**src/aio_defines.svh**
```systemverilog
`ifndef AIO_DEFINES_SVH
`define AIO_DEFINES_SVH

// Register byte offsets
`define AIO_OFF_CTRL 12'h000
`define AIO_OFF_TXDATA 12'h004
`define AIO_OFF_STATUS 12'h008
`define AIO_OFF_COUNT 12'h00C
`define AIO_OFF_SWCOUNT 12'h010

// CTRL fields
`define AIO_CTRL_SEND 0
`define AIO_CTRL_DONE 1
`define AIO_CTRL_TRIG_CLR 2
`define AIO_CTRL_JUMPER_SAMPLE 3
`define AIO_CTRL_CNT_EN 4
`define AIO_CTRL_LEN_LSB 8
`define AIO_CTRL_LEN_MSB 13

// STATUS fields
`define AIO_ST_BUSY 0
`define AIO_ST_TRIG 1
`define AIO_ST_JUMPER 2
`define AIO_ST_OVF 3
`define AIO_ST_SW_ZERO 4

// Timing, microseconds and derived cycles at 50 MHz
`define AIO_CLK_MHZ 50
`define AIO_T_ZERO_US 18
`define AIO_T_ONE_US 50
`define AIO_T_STROBE_US 200
`define AIO_T_GAP_US 18
`define AIO_CYC_ZERO (`AIO_T_ZERO_US * `AIO_CLK_MHZ)
`define AIO_CYC_ONE (`AIO_T_ONE_US * `AIO_CLK_MHZ)
`define AIO_CYC_STROBE (`AIO_T_STROBE_US * `AIO_CLK_MHZ)
`define AIO_CYC_GAP (`AIO_T_GAP_US * `AIO_CLK_MHZ)
`define AIO_CYC_DONE 50

`define AIO_RESET_WORD 32'h0000_0000

`endif

```
**src/aio_pkg.sv**
```systemverilog
package aio_pkg;

typedef enum logic [1:0] {
    AIO_IDLE,
    AIO_PULSE,
    AIO_GAP,
    AIO_STROBE
} aio_link_e;

typedef struct packed {
    logic ctrl_a;
    logic ctrl_b;
} aio_link_s;

typedef struct packed {
    logic [31:0] haddr;
    logic [1:0] htrans;
    logic hwrite;
    logic [2:0] hsize;
    logic hsel;
} aio_ahb_req_s;

endpackage

```
**src/aio_adc_link_io.sv**
```systemverilog
`timescale 1ns/1ps
`include "aio_defines.svh"
// Behaviour
// - One measurement-complete pulse per conversion, driven inverted on its output.
// - External trigger is inverted, captured in a latch, status readable.
// - Software trigger clear resets the latch so the next one is caught.
// - Trigger-clear line doubles as calibration jumper input when sampled.
// - Each control bit is one pulse: 18 us for zero, 50 us for one.
// - After the bits a 200 us strobe pulse latches the word remotely.
// - Control pulses leave on two buffered output lines toward the isolator.
// - Each returning data pulse increments an 8-bit hardware counter.
// - After 256 pulses the counter overflow raises an internal event.
// - Each overflow decrements a separate software count, stopping at zero; counting continues.
module aio_adc_link_io #(
    parameter int MAX_BITS = 32,
    parameter int CYC_ZERO = `AIO_CYC_ZERO,
    parameter int CYC_ONE = `AIO_CYC_ONE,
    parameter int CYC_STROBE = `AIO_CYC_STROBE,
    parameter int CYC_GAP = `AIO_CYC_GAP
) (
    input wire logic hclk,
    input wire logic hresetn,
    input wire logic hsel,
    input wire logic [31:0] haddr,
    input wire logic [1:0] htrans,
    input wire logic hwrite,
    input wire logic [2:0] hsize,
    input wire logic [31:0] hwdata,
    input wire logic hready,
    output logic [31:0] hrdata,
    output logic hreadyout,
    output logic hresp,
    output logic meas_done_port_out,
    input wire logic ext_trigger_in,
    input wire logic trigger_clear_jumper_line_in,
    output logic trigger_clear_jumper_line_out,
    output logic trigger_clear_jumper_line_oe,
    output logic conv_ctrl_out_a,
    output logic conv_ctrl_out_b,
    input wire logic conv_data_pulse
);

    ////////////////////////////////////////////////////////////////////////////
    // Bus slave

    function automatic logic sel_reg(input logic [11:0] addr, input logic [11:0] off);
        sel_reg = (addr == off);
    endfunction

    aio_pkg::aio_ahb_req_s req;
    aio_pkg::aio_ahb_req_s ap;
    logic ap_valid;
    logic wr_ctrl;
    logic wr_tx;
    logic wr_sw;
    logic [31:0] ctrl;
    logic [31:0] tx_word;
    logic [15:0] sw_count;
    logic sw_zero;
    logic busy;
    logic trig_latch;
    logic jumper;
    logic ovf_flag;
    logic [7:0] hw_count;
    logic send_pulse;
    logic done_pulse;
    logic trig_clr_pulse;
    logic jump_sample_pulse;

    assign req = '{haddr: haddr, htrans: htrans, hwrite: hwrite, hsize: hsize, hsel: hsel};
    assign hreadyout = 1'b1;
    assign hresp = 1'b0;

    always_ff @(posedge hclk or negedge hresetn)
    begin
        if (!hresetn)
        begin
            ap <= '0;
            ap_valid <= 1'b0;
        end
        else if (hready)
        begin
            ap <= req;
            ap_valid <= hsel && htrans[1];
        end
    end

    assign wr_ctrl = ap_valid && ap.hwrite && sel_reg(ap.haddr[11:0], `AIO_OFF_CTRL);
    assign wr_tx = ap_valid && ap.hwrite && sel_reg(ap.haddr[11:0], `AIO_OFF_TXDATA);
    assign wr_sw = ap_valid && ap.hwrite && sel_reg(ap.haddr[11:0], `AIO_OFF_SWCOUNT);

    // Command bits in CTRL self-clear: send, done and trigger clear act for one cycle per write; the jumper-sample bit holds until the next CTRL write
    assign send_pulse = wr_ctrl && hwdata[`AIO_CTRL_SEND] && !busy;
    assign done_pulse = wr_ctrl && hwdata[`AIO_CTRL_DONE];
    assign trig_clr_pulse = wr_ctrl && hwdata[`AIO_CTRL_TRIG_CLR];
    assign jump_sample_pulse = wr_ctrl && hwdata[`AIO_CTRL_JUMPER_SAMPLE];

    always_ff @(posedge hclk or negedge hresetn)
    begin
        if (!hresetn)
            ctrl <= `AIO_RESET_WORD;
        else if (wr_ctrl)
            ctrl <= {18'h00000, hwdata[`AIO_CTRL_LEN_MSB:`AIO_CTRL_LEN_LSB], 3'h0,
                     hwdata[`AIO_CTRL_CNT_EN], 4'h0};
    end

    always_ff @(posedge hclk or negedge hresetn)
    begin
        if (!hresetn)
            tx_word <= `AIO_RESET_WORD;
        else if (wr_tx && !busy)
            tx_word <= hwdata;
    end

    // Read data registered in the data phase
    always_ff @(posedge hclk or negedge hresetn)
    begin
        if (!hresetn)
            hrdata <= 32'h0000_0000;
        else if (hready && hsel && htrans[1] && !hwrite)
        begin
            case (haddr[11:0])
                `AIO_OFF_CTRL: hrdata <= ctrl;
                `AIO_OFF_TXDATA: hrdata <= tx_word;
                `AIO_OFF_STATUS: hrdata <= {27'h0000000, sw_zero, ovf_flag, jumper,
                                            trig_latch, busy};
                `AIO_OFF_COUNT: hrdata <= {24'h000000, hw_count};
                `AIO_OFF_SWCOUNT: hrdata <= {16'h0000, sw_count};
                default: hrdata <= 32'h0000_0000;
            endcase
        end
    end

    ////////////////////////////////////////////////////////////////////////////
    // Measurement complete output

    logic [$clog2(`AIO_CYC_DONE + 1)-1:0] done_cnt;

    always_ff @(posedge hclk or negedge hresetn)
    begin
        if (!hresetn)
            done_cnt <= '0;
        else if (done_pulse)
            done_cnt <= ($clog2(`AIO_CYC_DONE + 1))'(`AIO_CYC_DONE);
        else if (done_cnt != '0)
            done_cnt <= done_cnt - 1'b1;
    end

    // Inverting buffer: idle high, low during the pulse
    assign meas_done_port_out = (done_cnt == '0);

    ////////////////////////////////////////////////////////////////////////////
    // Trigger latch and jumper sampling

    logic trig_prev;

    always_ff @(posedge hclk or negedge hresetn)
    begin
        if (!hresetn)
            trig_prev <= 1'b0;
        else
            trig_prev <= !ext_trigger_in;
    end

    // Inverted input falling means a trigger edge; capture wins over clear
    always_ff @(posedge hclk or negedge hresetn)
    begin
        if (!hresetn)
            trig_latch <= 1'b0;
        else if (trig_prev && ext_trigger_in)
            trig_latch <= 1'b1;
        else if (trig_clr_pulse)
            trig_latch <= 1'b0;
    end

    // Line is released while sampling so the jumper sets its level
    logic jumper_mode;

    always_ff @(posedge hclk or negedge hresetn)
    begin
        if (!hresetn)
            jumper_mode <= 1'b0;
        else if (wr_ctrl)
            jumper_mode <= hwdata[`AIO_CTRL_JUMPER_SAMPLE];
    end

    always_ff @(posedge hclk or negedge hresetn)
    begin
        if (!hresetn)
            jumper <= 1'b0;
        else if (jumper_mode && !jump_sample_pulse)
            jumper <= trigger_clear_jumper_line_in;
    end

    assign trigger_clear_jumper_line_oe = !jumper_mode;

    // Registered so the pin pulse is one clean cycle wide
    always_ff @(posedge hclk or negedge hresetn)
    begin
        if (!hresetn)
            trigger_clear_jumper_line_out <= 1'b0;
        else
            trigger_clear_jumper_line_out <= trig_clr_pulse;
    end

    ////////////////////////////////////////////////////////////////////////////
    // Control link transmitter

    aio_pkg::aio_link_e state;
    aio_pkg::aio_link_s link;
    logic [$clog2(MAX_BITS+1)-1:0] bits_left;
    logic [$clog2(MAX_BITS)-1:0] bit_idx;
    logic [15:0] tcnt;
    logic [5:0] nbits;

    // A start takes the length written with it, not the one stored before
    assign nbits = wr_ctrl ? hwdata[`AIO_CTRL_LEN_MSB:`AIO_CTRL_LEN_LSB]
                           : ctrl[`AIO_CTRL_LEN_MSB:`AIO_CTRL_LEN_LSB];
    assign busy = (state != aio_pkg::AIO_IDLE);

    function automatic logic [15:0] bit_width(input logic b);
        bit_width = b ? 16'(CYC_ONE) : 16'(CYC_ZERO);
    endfunction

    always_ff @(posedge hclk or negedge hresetn)
    begin
        if (!hresetn)
        begin
            state <= aio_pkg::AIO_IDLE;
            tcnt <= 16'h0000;
            bits_left <= '0;
            bit_idx <= '0;
        end
        else
        begin
            case (state)
                aio_pkg::AIO_IDLE:
                begin
                    if (send_pulse)
                    begin
                        bit_idx <= '0;
                        if (nbits == 6'h00)
                        begin
                            state <= aio_pkg::AIO_STROBE;
                            tcnt <= 16'(CYC_STROBE - 1);
                        end
                        else
                        begin
                            state <= aio_pkg::AIO_PULSE;
                            bits_left <= ($clog2(MAX_BITS+1))'(nbits);
                            tcnt <= bit_width(tx_word[0]) - 16'h0001;
                        end
                    end
                end
                aio_pkg::AIO_PULSE:
                begin
                    if (tcnt == 16'h0000)
                    begin
                        state <= aio_pkg::AIO_GAP;
                        tcnt <= 16'(CYC_GAP - 1);
                        bits_left <= bits_left - 1'b1;
                    end
                    else
                        tcnt <= tcnt - 16'h0001;
                end
                aio_pkg::AIO_GAP:
                begin
                    if (tcnt != 16'h0000)
                        tcnt <= tcnt - 16'h0001;
                    else if (bits_left == '0)
                    begin
                        state <= aio_pkg::AIO_STROBE;
                        tcnt <= 16'(CYC_STROBE - 1);
                    end
                    else
                    begin
                        state <= aio_pkg::AIO_PULSE;
                        bit_idx <= bit_idx + 1'b1;
                        tcnt <= bit_width(tx_word[bit_idx + 1'b1]) - 16'h0001;
                    end
                end
                aio_pkg::AIO_STROBE:
                begin
                    if (tcnt == 16'h0000)
                        state <= aio_pkg::AIO_IDLE;
                    else
                        tcnt <= tcnt - 16'h0001;
                end
                default: state <= aio_pkg::AIO_IDLE;
            endcase
        end
    end

    // Both lines carry the same pulse train, registered for glitch-free edges
    always_ff @(posedge hclk or negedge hresetn)
    begin
        if (!hresetn)
            link <= '0;
        else
        begin
            link.ctrl_a <= (state == aio_pkg::AIO_PULSE) || (state == aio_pkg::AIO_STROBE);
            link.ctrl_b <= (state == aio_pkg::AIO_PULSE) || (state == aio_pkg::AIO_STROBE);
        end
    end

    assign conv_ctrl_out_a = link.ctrl_a;
    assign conv_ctrl_out_b = link.ctrl_b;

    ////////////////////////////////////////////////////////////////////////////
    // Returning data pulse counter

    logic data_prev;
    logic data_edge;
    logic wrap;

    always_ff @(posedge hclk or negedge hresetn)
    begin
        if (!hresetn)
            data_prev <= 1'b0;
        else
            data_prev <= conv_data_pulse;
    end

    assign data_edge = conv_data_pulse && !data_prev && ctrl[`AIO_CTRL_CNT_EN];
    assign wrap = data_edge && (hw_count == 8'hFF);

    always_ff @(posedge hclk or negedge hresetn)
    begin
        if (!hresetn)
            hw_count <= 8'h00;
        else if (data_edge)
            hw_count <= hw_count + 8'h01;
    end

    // Overflow flag is cleared by a trigger clear or a SWCOUNT write; set wins
    always_ff @(posedge hclk or negedge hresetn)
    begin
        if (!hresetn)
            ovf_flag <= 1'b0;
        else if (wrap)
            ovf_flag <= 1'b1;
        else if (trig_clr_pulse || wr_sw)
            ovf_flag <= 1'b0;
    end

    // Software count steps down in hardware on each wrap, saturating at zero
    always_ff @(posedge hclk or negedge hresetn)
    begin
        if (!hresetn)
            sw_count <= 16'h0000;
        else if (wrap && sw_count != 16'h0000)
            sw_count <= sw_count - 16'h0001;
        else if (wr_sw)
            sw_count <= hwdata[15:0];
    end

    assign sw_zero = (sw_count == 16'h0000);

endmodule

```
**config.mk**
```make
export PLATFORM = sky130hd
export DESIGN_NAME = aio_adc_link_io
export DESIGN_NICKNAME = d
export VERILOG_FILES = /design/src/aio_pkg.sv /design/src/aio_adc_link_io.sv
export VERILOG_INCLUDE_DIRS = /design/src
export SDC_FILE = /design/constraint.sdc
export NUM_CORES = 1
export LEC_CHECK = 0
export ABC_AREA = 1
export BUFFER_PORTS_ARGS = -buffer_cell sky130_fd_sc_hd__buf_2
export CORE_MARGIN = 2
export CORE_UTILIZATION = 50
export CTS_CLUSTER_DIAMETER = 40
export DETAILED_ROUTE_END_ITERATION = 7
export PLACE_DENSITY = 0.71
export SYNTH_ARGS = -nofsm -noshare
export SYNTH_HDL_FRONTEND = slang
export SYNTH_SLANG_ARGS = --single-unit
export TNS_END_PERCENT = 1
```
**constraint.sdc**
```tcl
create_clock -name hclk -period 1.85 [get_ports hclk]
set_clock_uncertainty 0.15 [all_clocks]
set_input_delay 0.0925 -clock hclk [delete_from_list [all_inputs] [get_ports hclk]]
set_output_delay 0.0925 -clock hclk [all_outputs]
set_load 0.02 [all_outputs]
```
==> flow_metrics.env <==
export IMPL_outcome="complete, but fails checks"
export IMPL_violations="negative setup slack"
export IMPL_cts_tree="built"
export IMPL_synth_avg_cell_area_sq_um=7.98
export IMPL_overflow=0
export IMPL_synth_cell_types=50
export IMPL_hold_class="primary input to async pin"
export IMPL_fin_cells=1537
export IMPL_place_gp_congestion=0.926
export IMPL_powerDensity_mw_per_mm2=844
export IMPL_routed_wl_um=23800
export IMPL_cp_num_buf_inv=1
export IMPL_row_count=46
export IMPL_area_growth_pct=40.9
export IMPL_die_h_um=132
export IMPL_fin_crit_sh_pct=114
export IMPL_fp_dieW_um=132
export IMPL_grtUsageTotal_pct=27.8
export IMPL_arrival_ns=2.27
export IMPL_reg2reg_depth=12
export IMPL_clk_pin_slew_ns=0.06
export IMPL_cp_start_kind="flop"
export IMPL_worst_slack_ns=-0.254
export IMPL_drive_above_1_share_pct=28.5
export IMPL_cpMostUsedCell="nor2_4"
export IMPL_dr_pass1_iters=5
export IMPL_post_drt_wl_per_cell_um=15.5
export IMPL_clockRootBuffer="clkbuf_16"
export IMPL_n_antenna_cell=0
export IMPL_clock_latency_ns=0.43
export IMPL_clock_fmax_mhz=475
export IMPL_cts_buffers=17
export IMPL_synth_seq_cells=152
export IMPL_synthCells=1023
export IMPL_cp_end_kind="flop"
export IMPL_rsz0062_at_grt="yes"
export IMPL_crit_fanout=5
export IMPL_syn_num_nets=1110
export IMPL_cp_cell_sequence="nor2_4 -> nand3_4 -> nor2_4 -> nand3_4 -> nand2_4 -> o21ai_4 -> nor2_4 -> nand3_2 -> nand2_4 -> clkinvlp_4 -> o21ai_1 -> o21ai_1"
export IMPL_drc=0
export IMPL_layout_min_cycle_time_ns=2.10
export IMPL_yosys_area_top_type="dfrtp_1"
export IMPL_cp_required_ns=2.02
export IMPL_die_area_sq_mm=0.0174
export IMPL_place_area_sq_mm=0.00989
export IMPL_netlist_top_cells_area="dfrtp_1, nand2_1, inv_1"
export IMPL_clk_path_buf_depth=2
export IMPL_place_hpwl_um=16000
export IMPL_vias=8110
export IMPL_slew_violations=0
export IMPL_cts_max_level=4
export IMPL_clock_sinks=152
export IMPL_synth_seq_area_share_pct=46.6
export IMPL_peakVddDrop_mv=0.787
export IMPL_core_sq_mm=0.0159
export IMPL_crit_type="flop to flop"
export IMPL_nFillCells=1162
export IMPL_synth_area_sq_mm=0.00816
export IMPL_dr_wl_met3_um=1290
export IMPL_fin_nets=1396
export IMPL_synth_top_cell_area_share_pct=46.6
export IMPL_maxCapViolations=0
export IMPL_path_depth=12
export IMPL_power_mw=9.70
export IMPL_finalHoldViolations=0
export IMPL_numPortBuffers=89
export IMPL_grt_max_degree=51
export IMPL_ant_nets=0
export IMPL_met2_wirelength_um=11300
export IMPL_fin_setup_tns_ns=-6.07
export IMPL_grt_pass1_vias=8009
export IMPL_p_leak_nw=5.90
export IMPL_setup_violations=62
export IMPL_vias_per_cell=5.28
export IMPL_placed_cells=1441
export IMPL_synth_edf_count=0
export IMPL_ios=116
export IMPL_antenna_found_initial=0
export IMPL_grt_pass1_wl_um=38900
export IMPL_synth_ff_type="dfrtp_1"
export IMPL_drtIter0Drc=663
export IMPL_fin_area_sq_mm=0.0115
export IMPL_top_layer="met4"
export IMPL_cpPeakStageDelay_ns=0.42
export IMPL_async_reset_ff_share_pct=100
export IMPL_wl_met1_um=10400
export IMPL_slowest_stage="dfrtp_1"
export IMPL_cp_top_family="simple AND/OR/NAND/NOR gates"
export IMPL_initial_core_util_pct=51.2
export IMPL_synth_warnings=0
[power breakdown]
| part | total (mW) | switching [mW] | leakage [nW] | internal [mW] |
|---|---|---|---|---|
| Sequential | 3.95 | 0.275 | 1.79 | 3.67 |
| Combinational | 1.95 | 1.03 | 3.80 | 0.922 |
| Clock | 3.80 | 1.38 | 0.313 | 2.42 |
[Yosys cell counts, drive strengths merged (2+ instances only)]
cell	n
nand2	263
dfrtp	152
inv	142
o21ai	104
nor2	88
nand3	69
xor2	32
nand4	20
mux2	19
o31ai	16
a21oi	15
buf	15
clkbuf	15
nor3	15
o22ai	15
ha	10
xnor2	6
nor4	5
a31oi	3
o221ai	3
clkinv	2
conb	2
or2	2
[kinds of logic after synthesis]
family	after synthesis	synth area share, %
AO/OA/AOI/OAI	161	11.6
AND/OR/NAND/NOR	467	25.1
multiplexers	19	2.62
flip-flops	152	46.6
buffers and inverters	174	8.42
other	2	0.0920
adder cells (fa/ha/maj)	10	1.53
XOR/XNOR	38	4.08
[cell type report]
cell class | instances | area (sq um) | area share [%]
Clock inverter | 12 | 199 | 1.73
Inverter | 144 | 556 | 4.83
Sequential cell | 152 | 3800 | 33.1
Timing Repair inverter | 1 | 7.51 | 0.0653
Clock buffer | 19 | 443 | 3.85
Multi-Input combinational cell | 697 | 3970 | 34.5
Timing Repair Buffer | 296 | 2250 | 19.5
Tap cell | 216 | 270 | 2.35
[layer usage]
| metal | up-vias | global-route usage (%) |
|---|---|---|
| li1 | 3886 | - |
| met1 | 3872 | 36.9 |
| met2 | 285 | 46.1 |
| met3 | 67 | 4.96 |
| met4 | 0 | 9.78 |
| met5 | - | 0 |
[cell usage in the layout (no fill, tap or decap), drive strengths merged, types with 20 or more instances in the layout]
cell type	count
nand2	263
buf	238
dfrtp	152
inv	143
o21ai	104
nor2	88
nand3	69
dlygate4sd3	58
xor2	32
nand4	20
[what timing repair did]
action	4_1_cts	5_1_grt
setup endpoints to repair	63	111
pin swaps	7	21
buffers inserted	4	2
gates resized for setup	31	64
hold buffers	58	0
cloned	0	1
hold endpoints to repair	225	0
[registers in the layout (all words and copies together) (netlist names), 2 cells and up]
register and count:
state 2, sw_count 16, ap 13, bit_idx 5
tx_word 32, hw_count 8, bits_left 6, hrdata 32
ctrl 7, tcnt 16, done_cnt 6
[path summary, 6_finish.rpt]
path / startpoint / end / slack [ns]
setup / recovery: ap[13] / bits_left[4] / -0.25
hold / removal: hresetn / ap[7] / 0.007
setup reg to reg: ap[13] / bits_left[4] / -0.25
hold reg to reg: hrdata[4] / hrdata[4] / 0.32
max in group asynchronous: hresetn / hrdata[8] / 0.98
min in group hclk: hready / ap[17] / 0.04
[stage by stage]
stage | hold slack (ns) | util, % | setup slack, ns
2_1_floorplan | -0.353 | - | -0.0175
3_3_place_gp | -0.108 | 62.0 | -0.163
3_5_place_dp | -0.106 | 62.0 | -0.218
4_1_cts | 0.00642 | 70.7 | -0.198
5_1_grt | 0.0358 | 72.1 | -0.360
6_report | 0.00691 | 72.1 | -0.254
(Power assumes the default switching activity.)
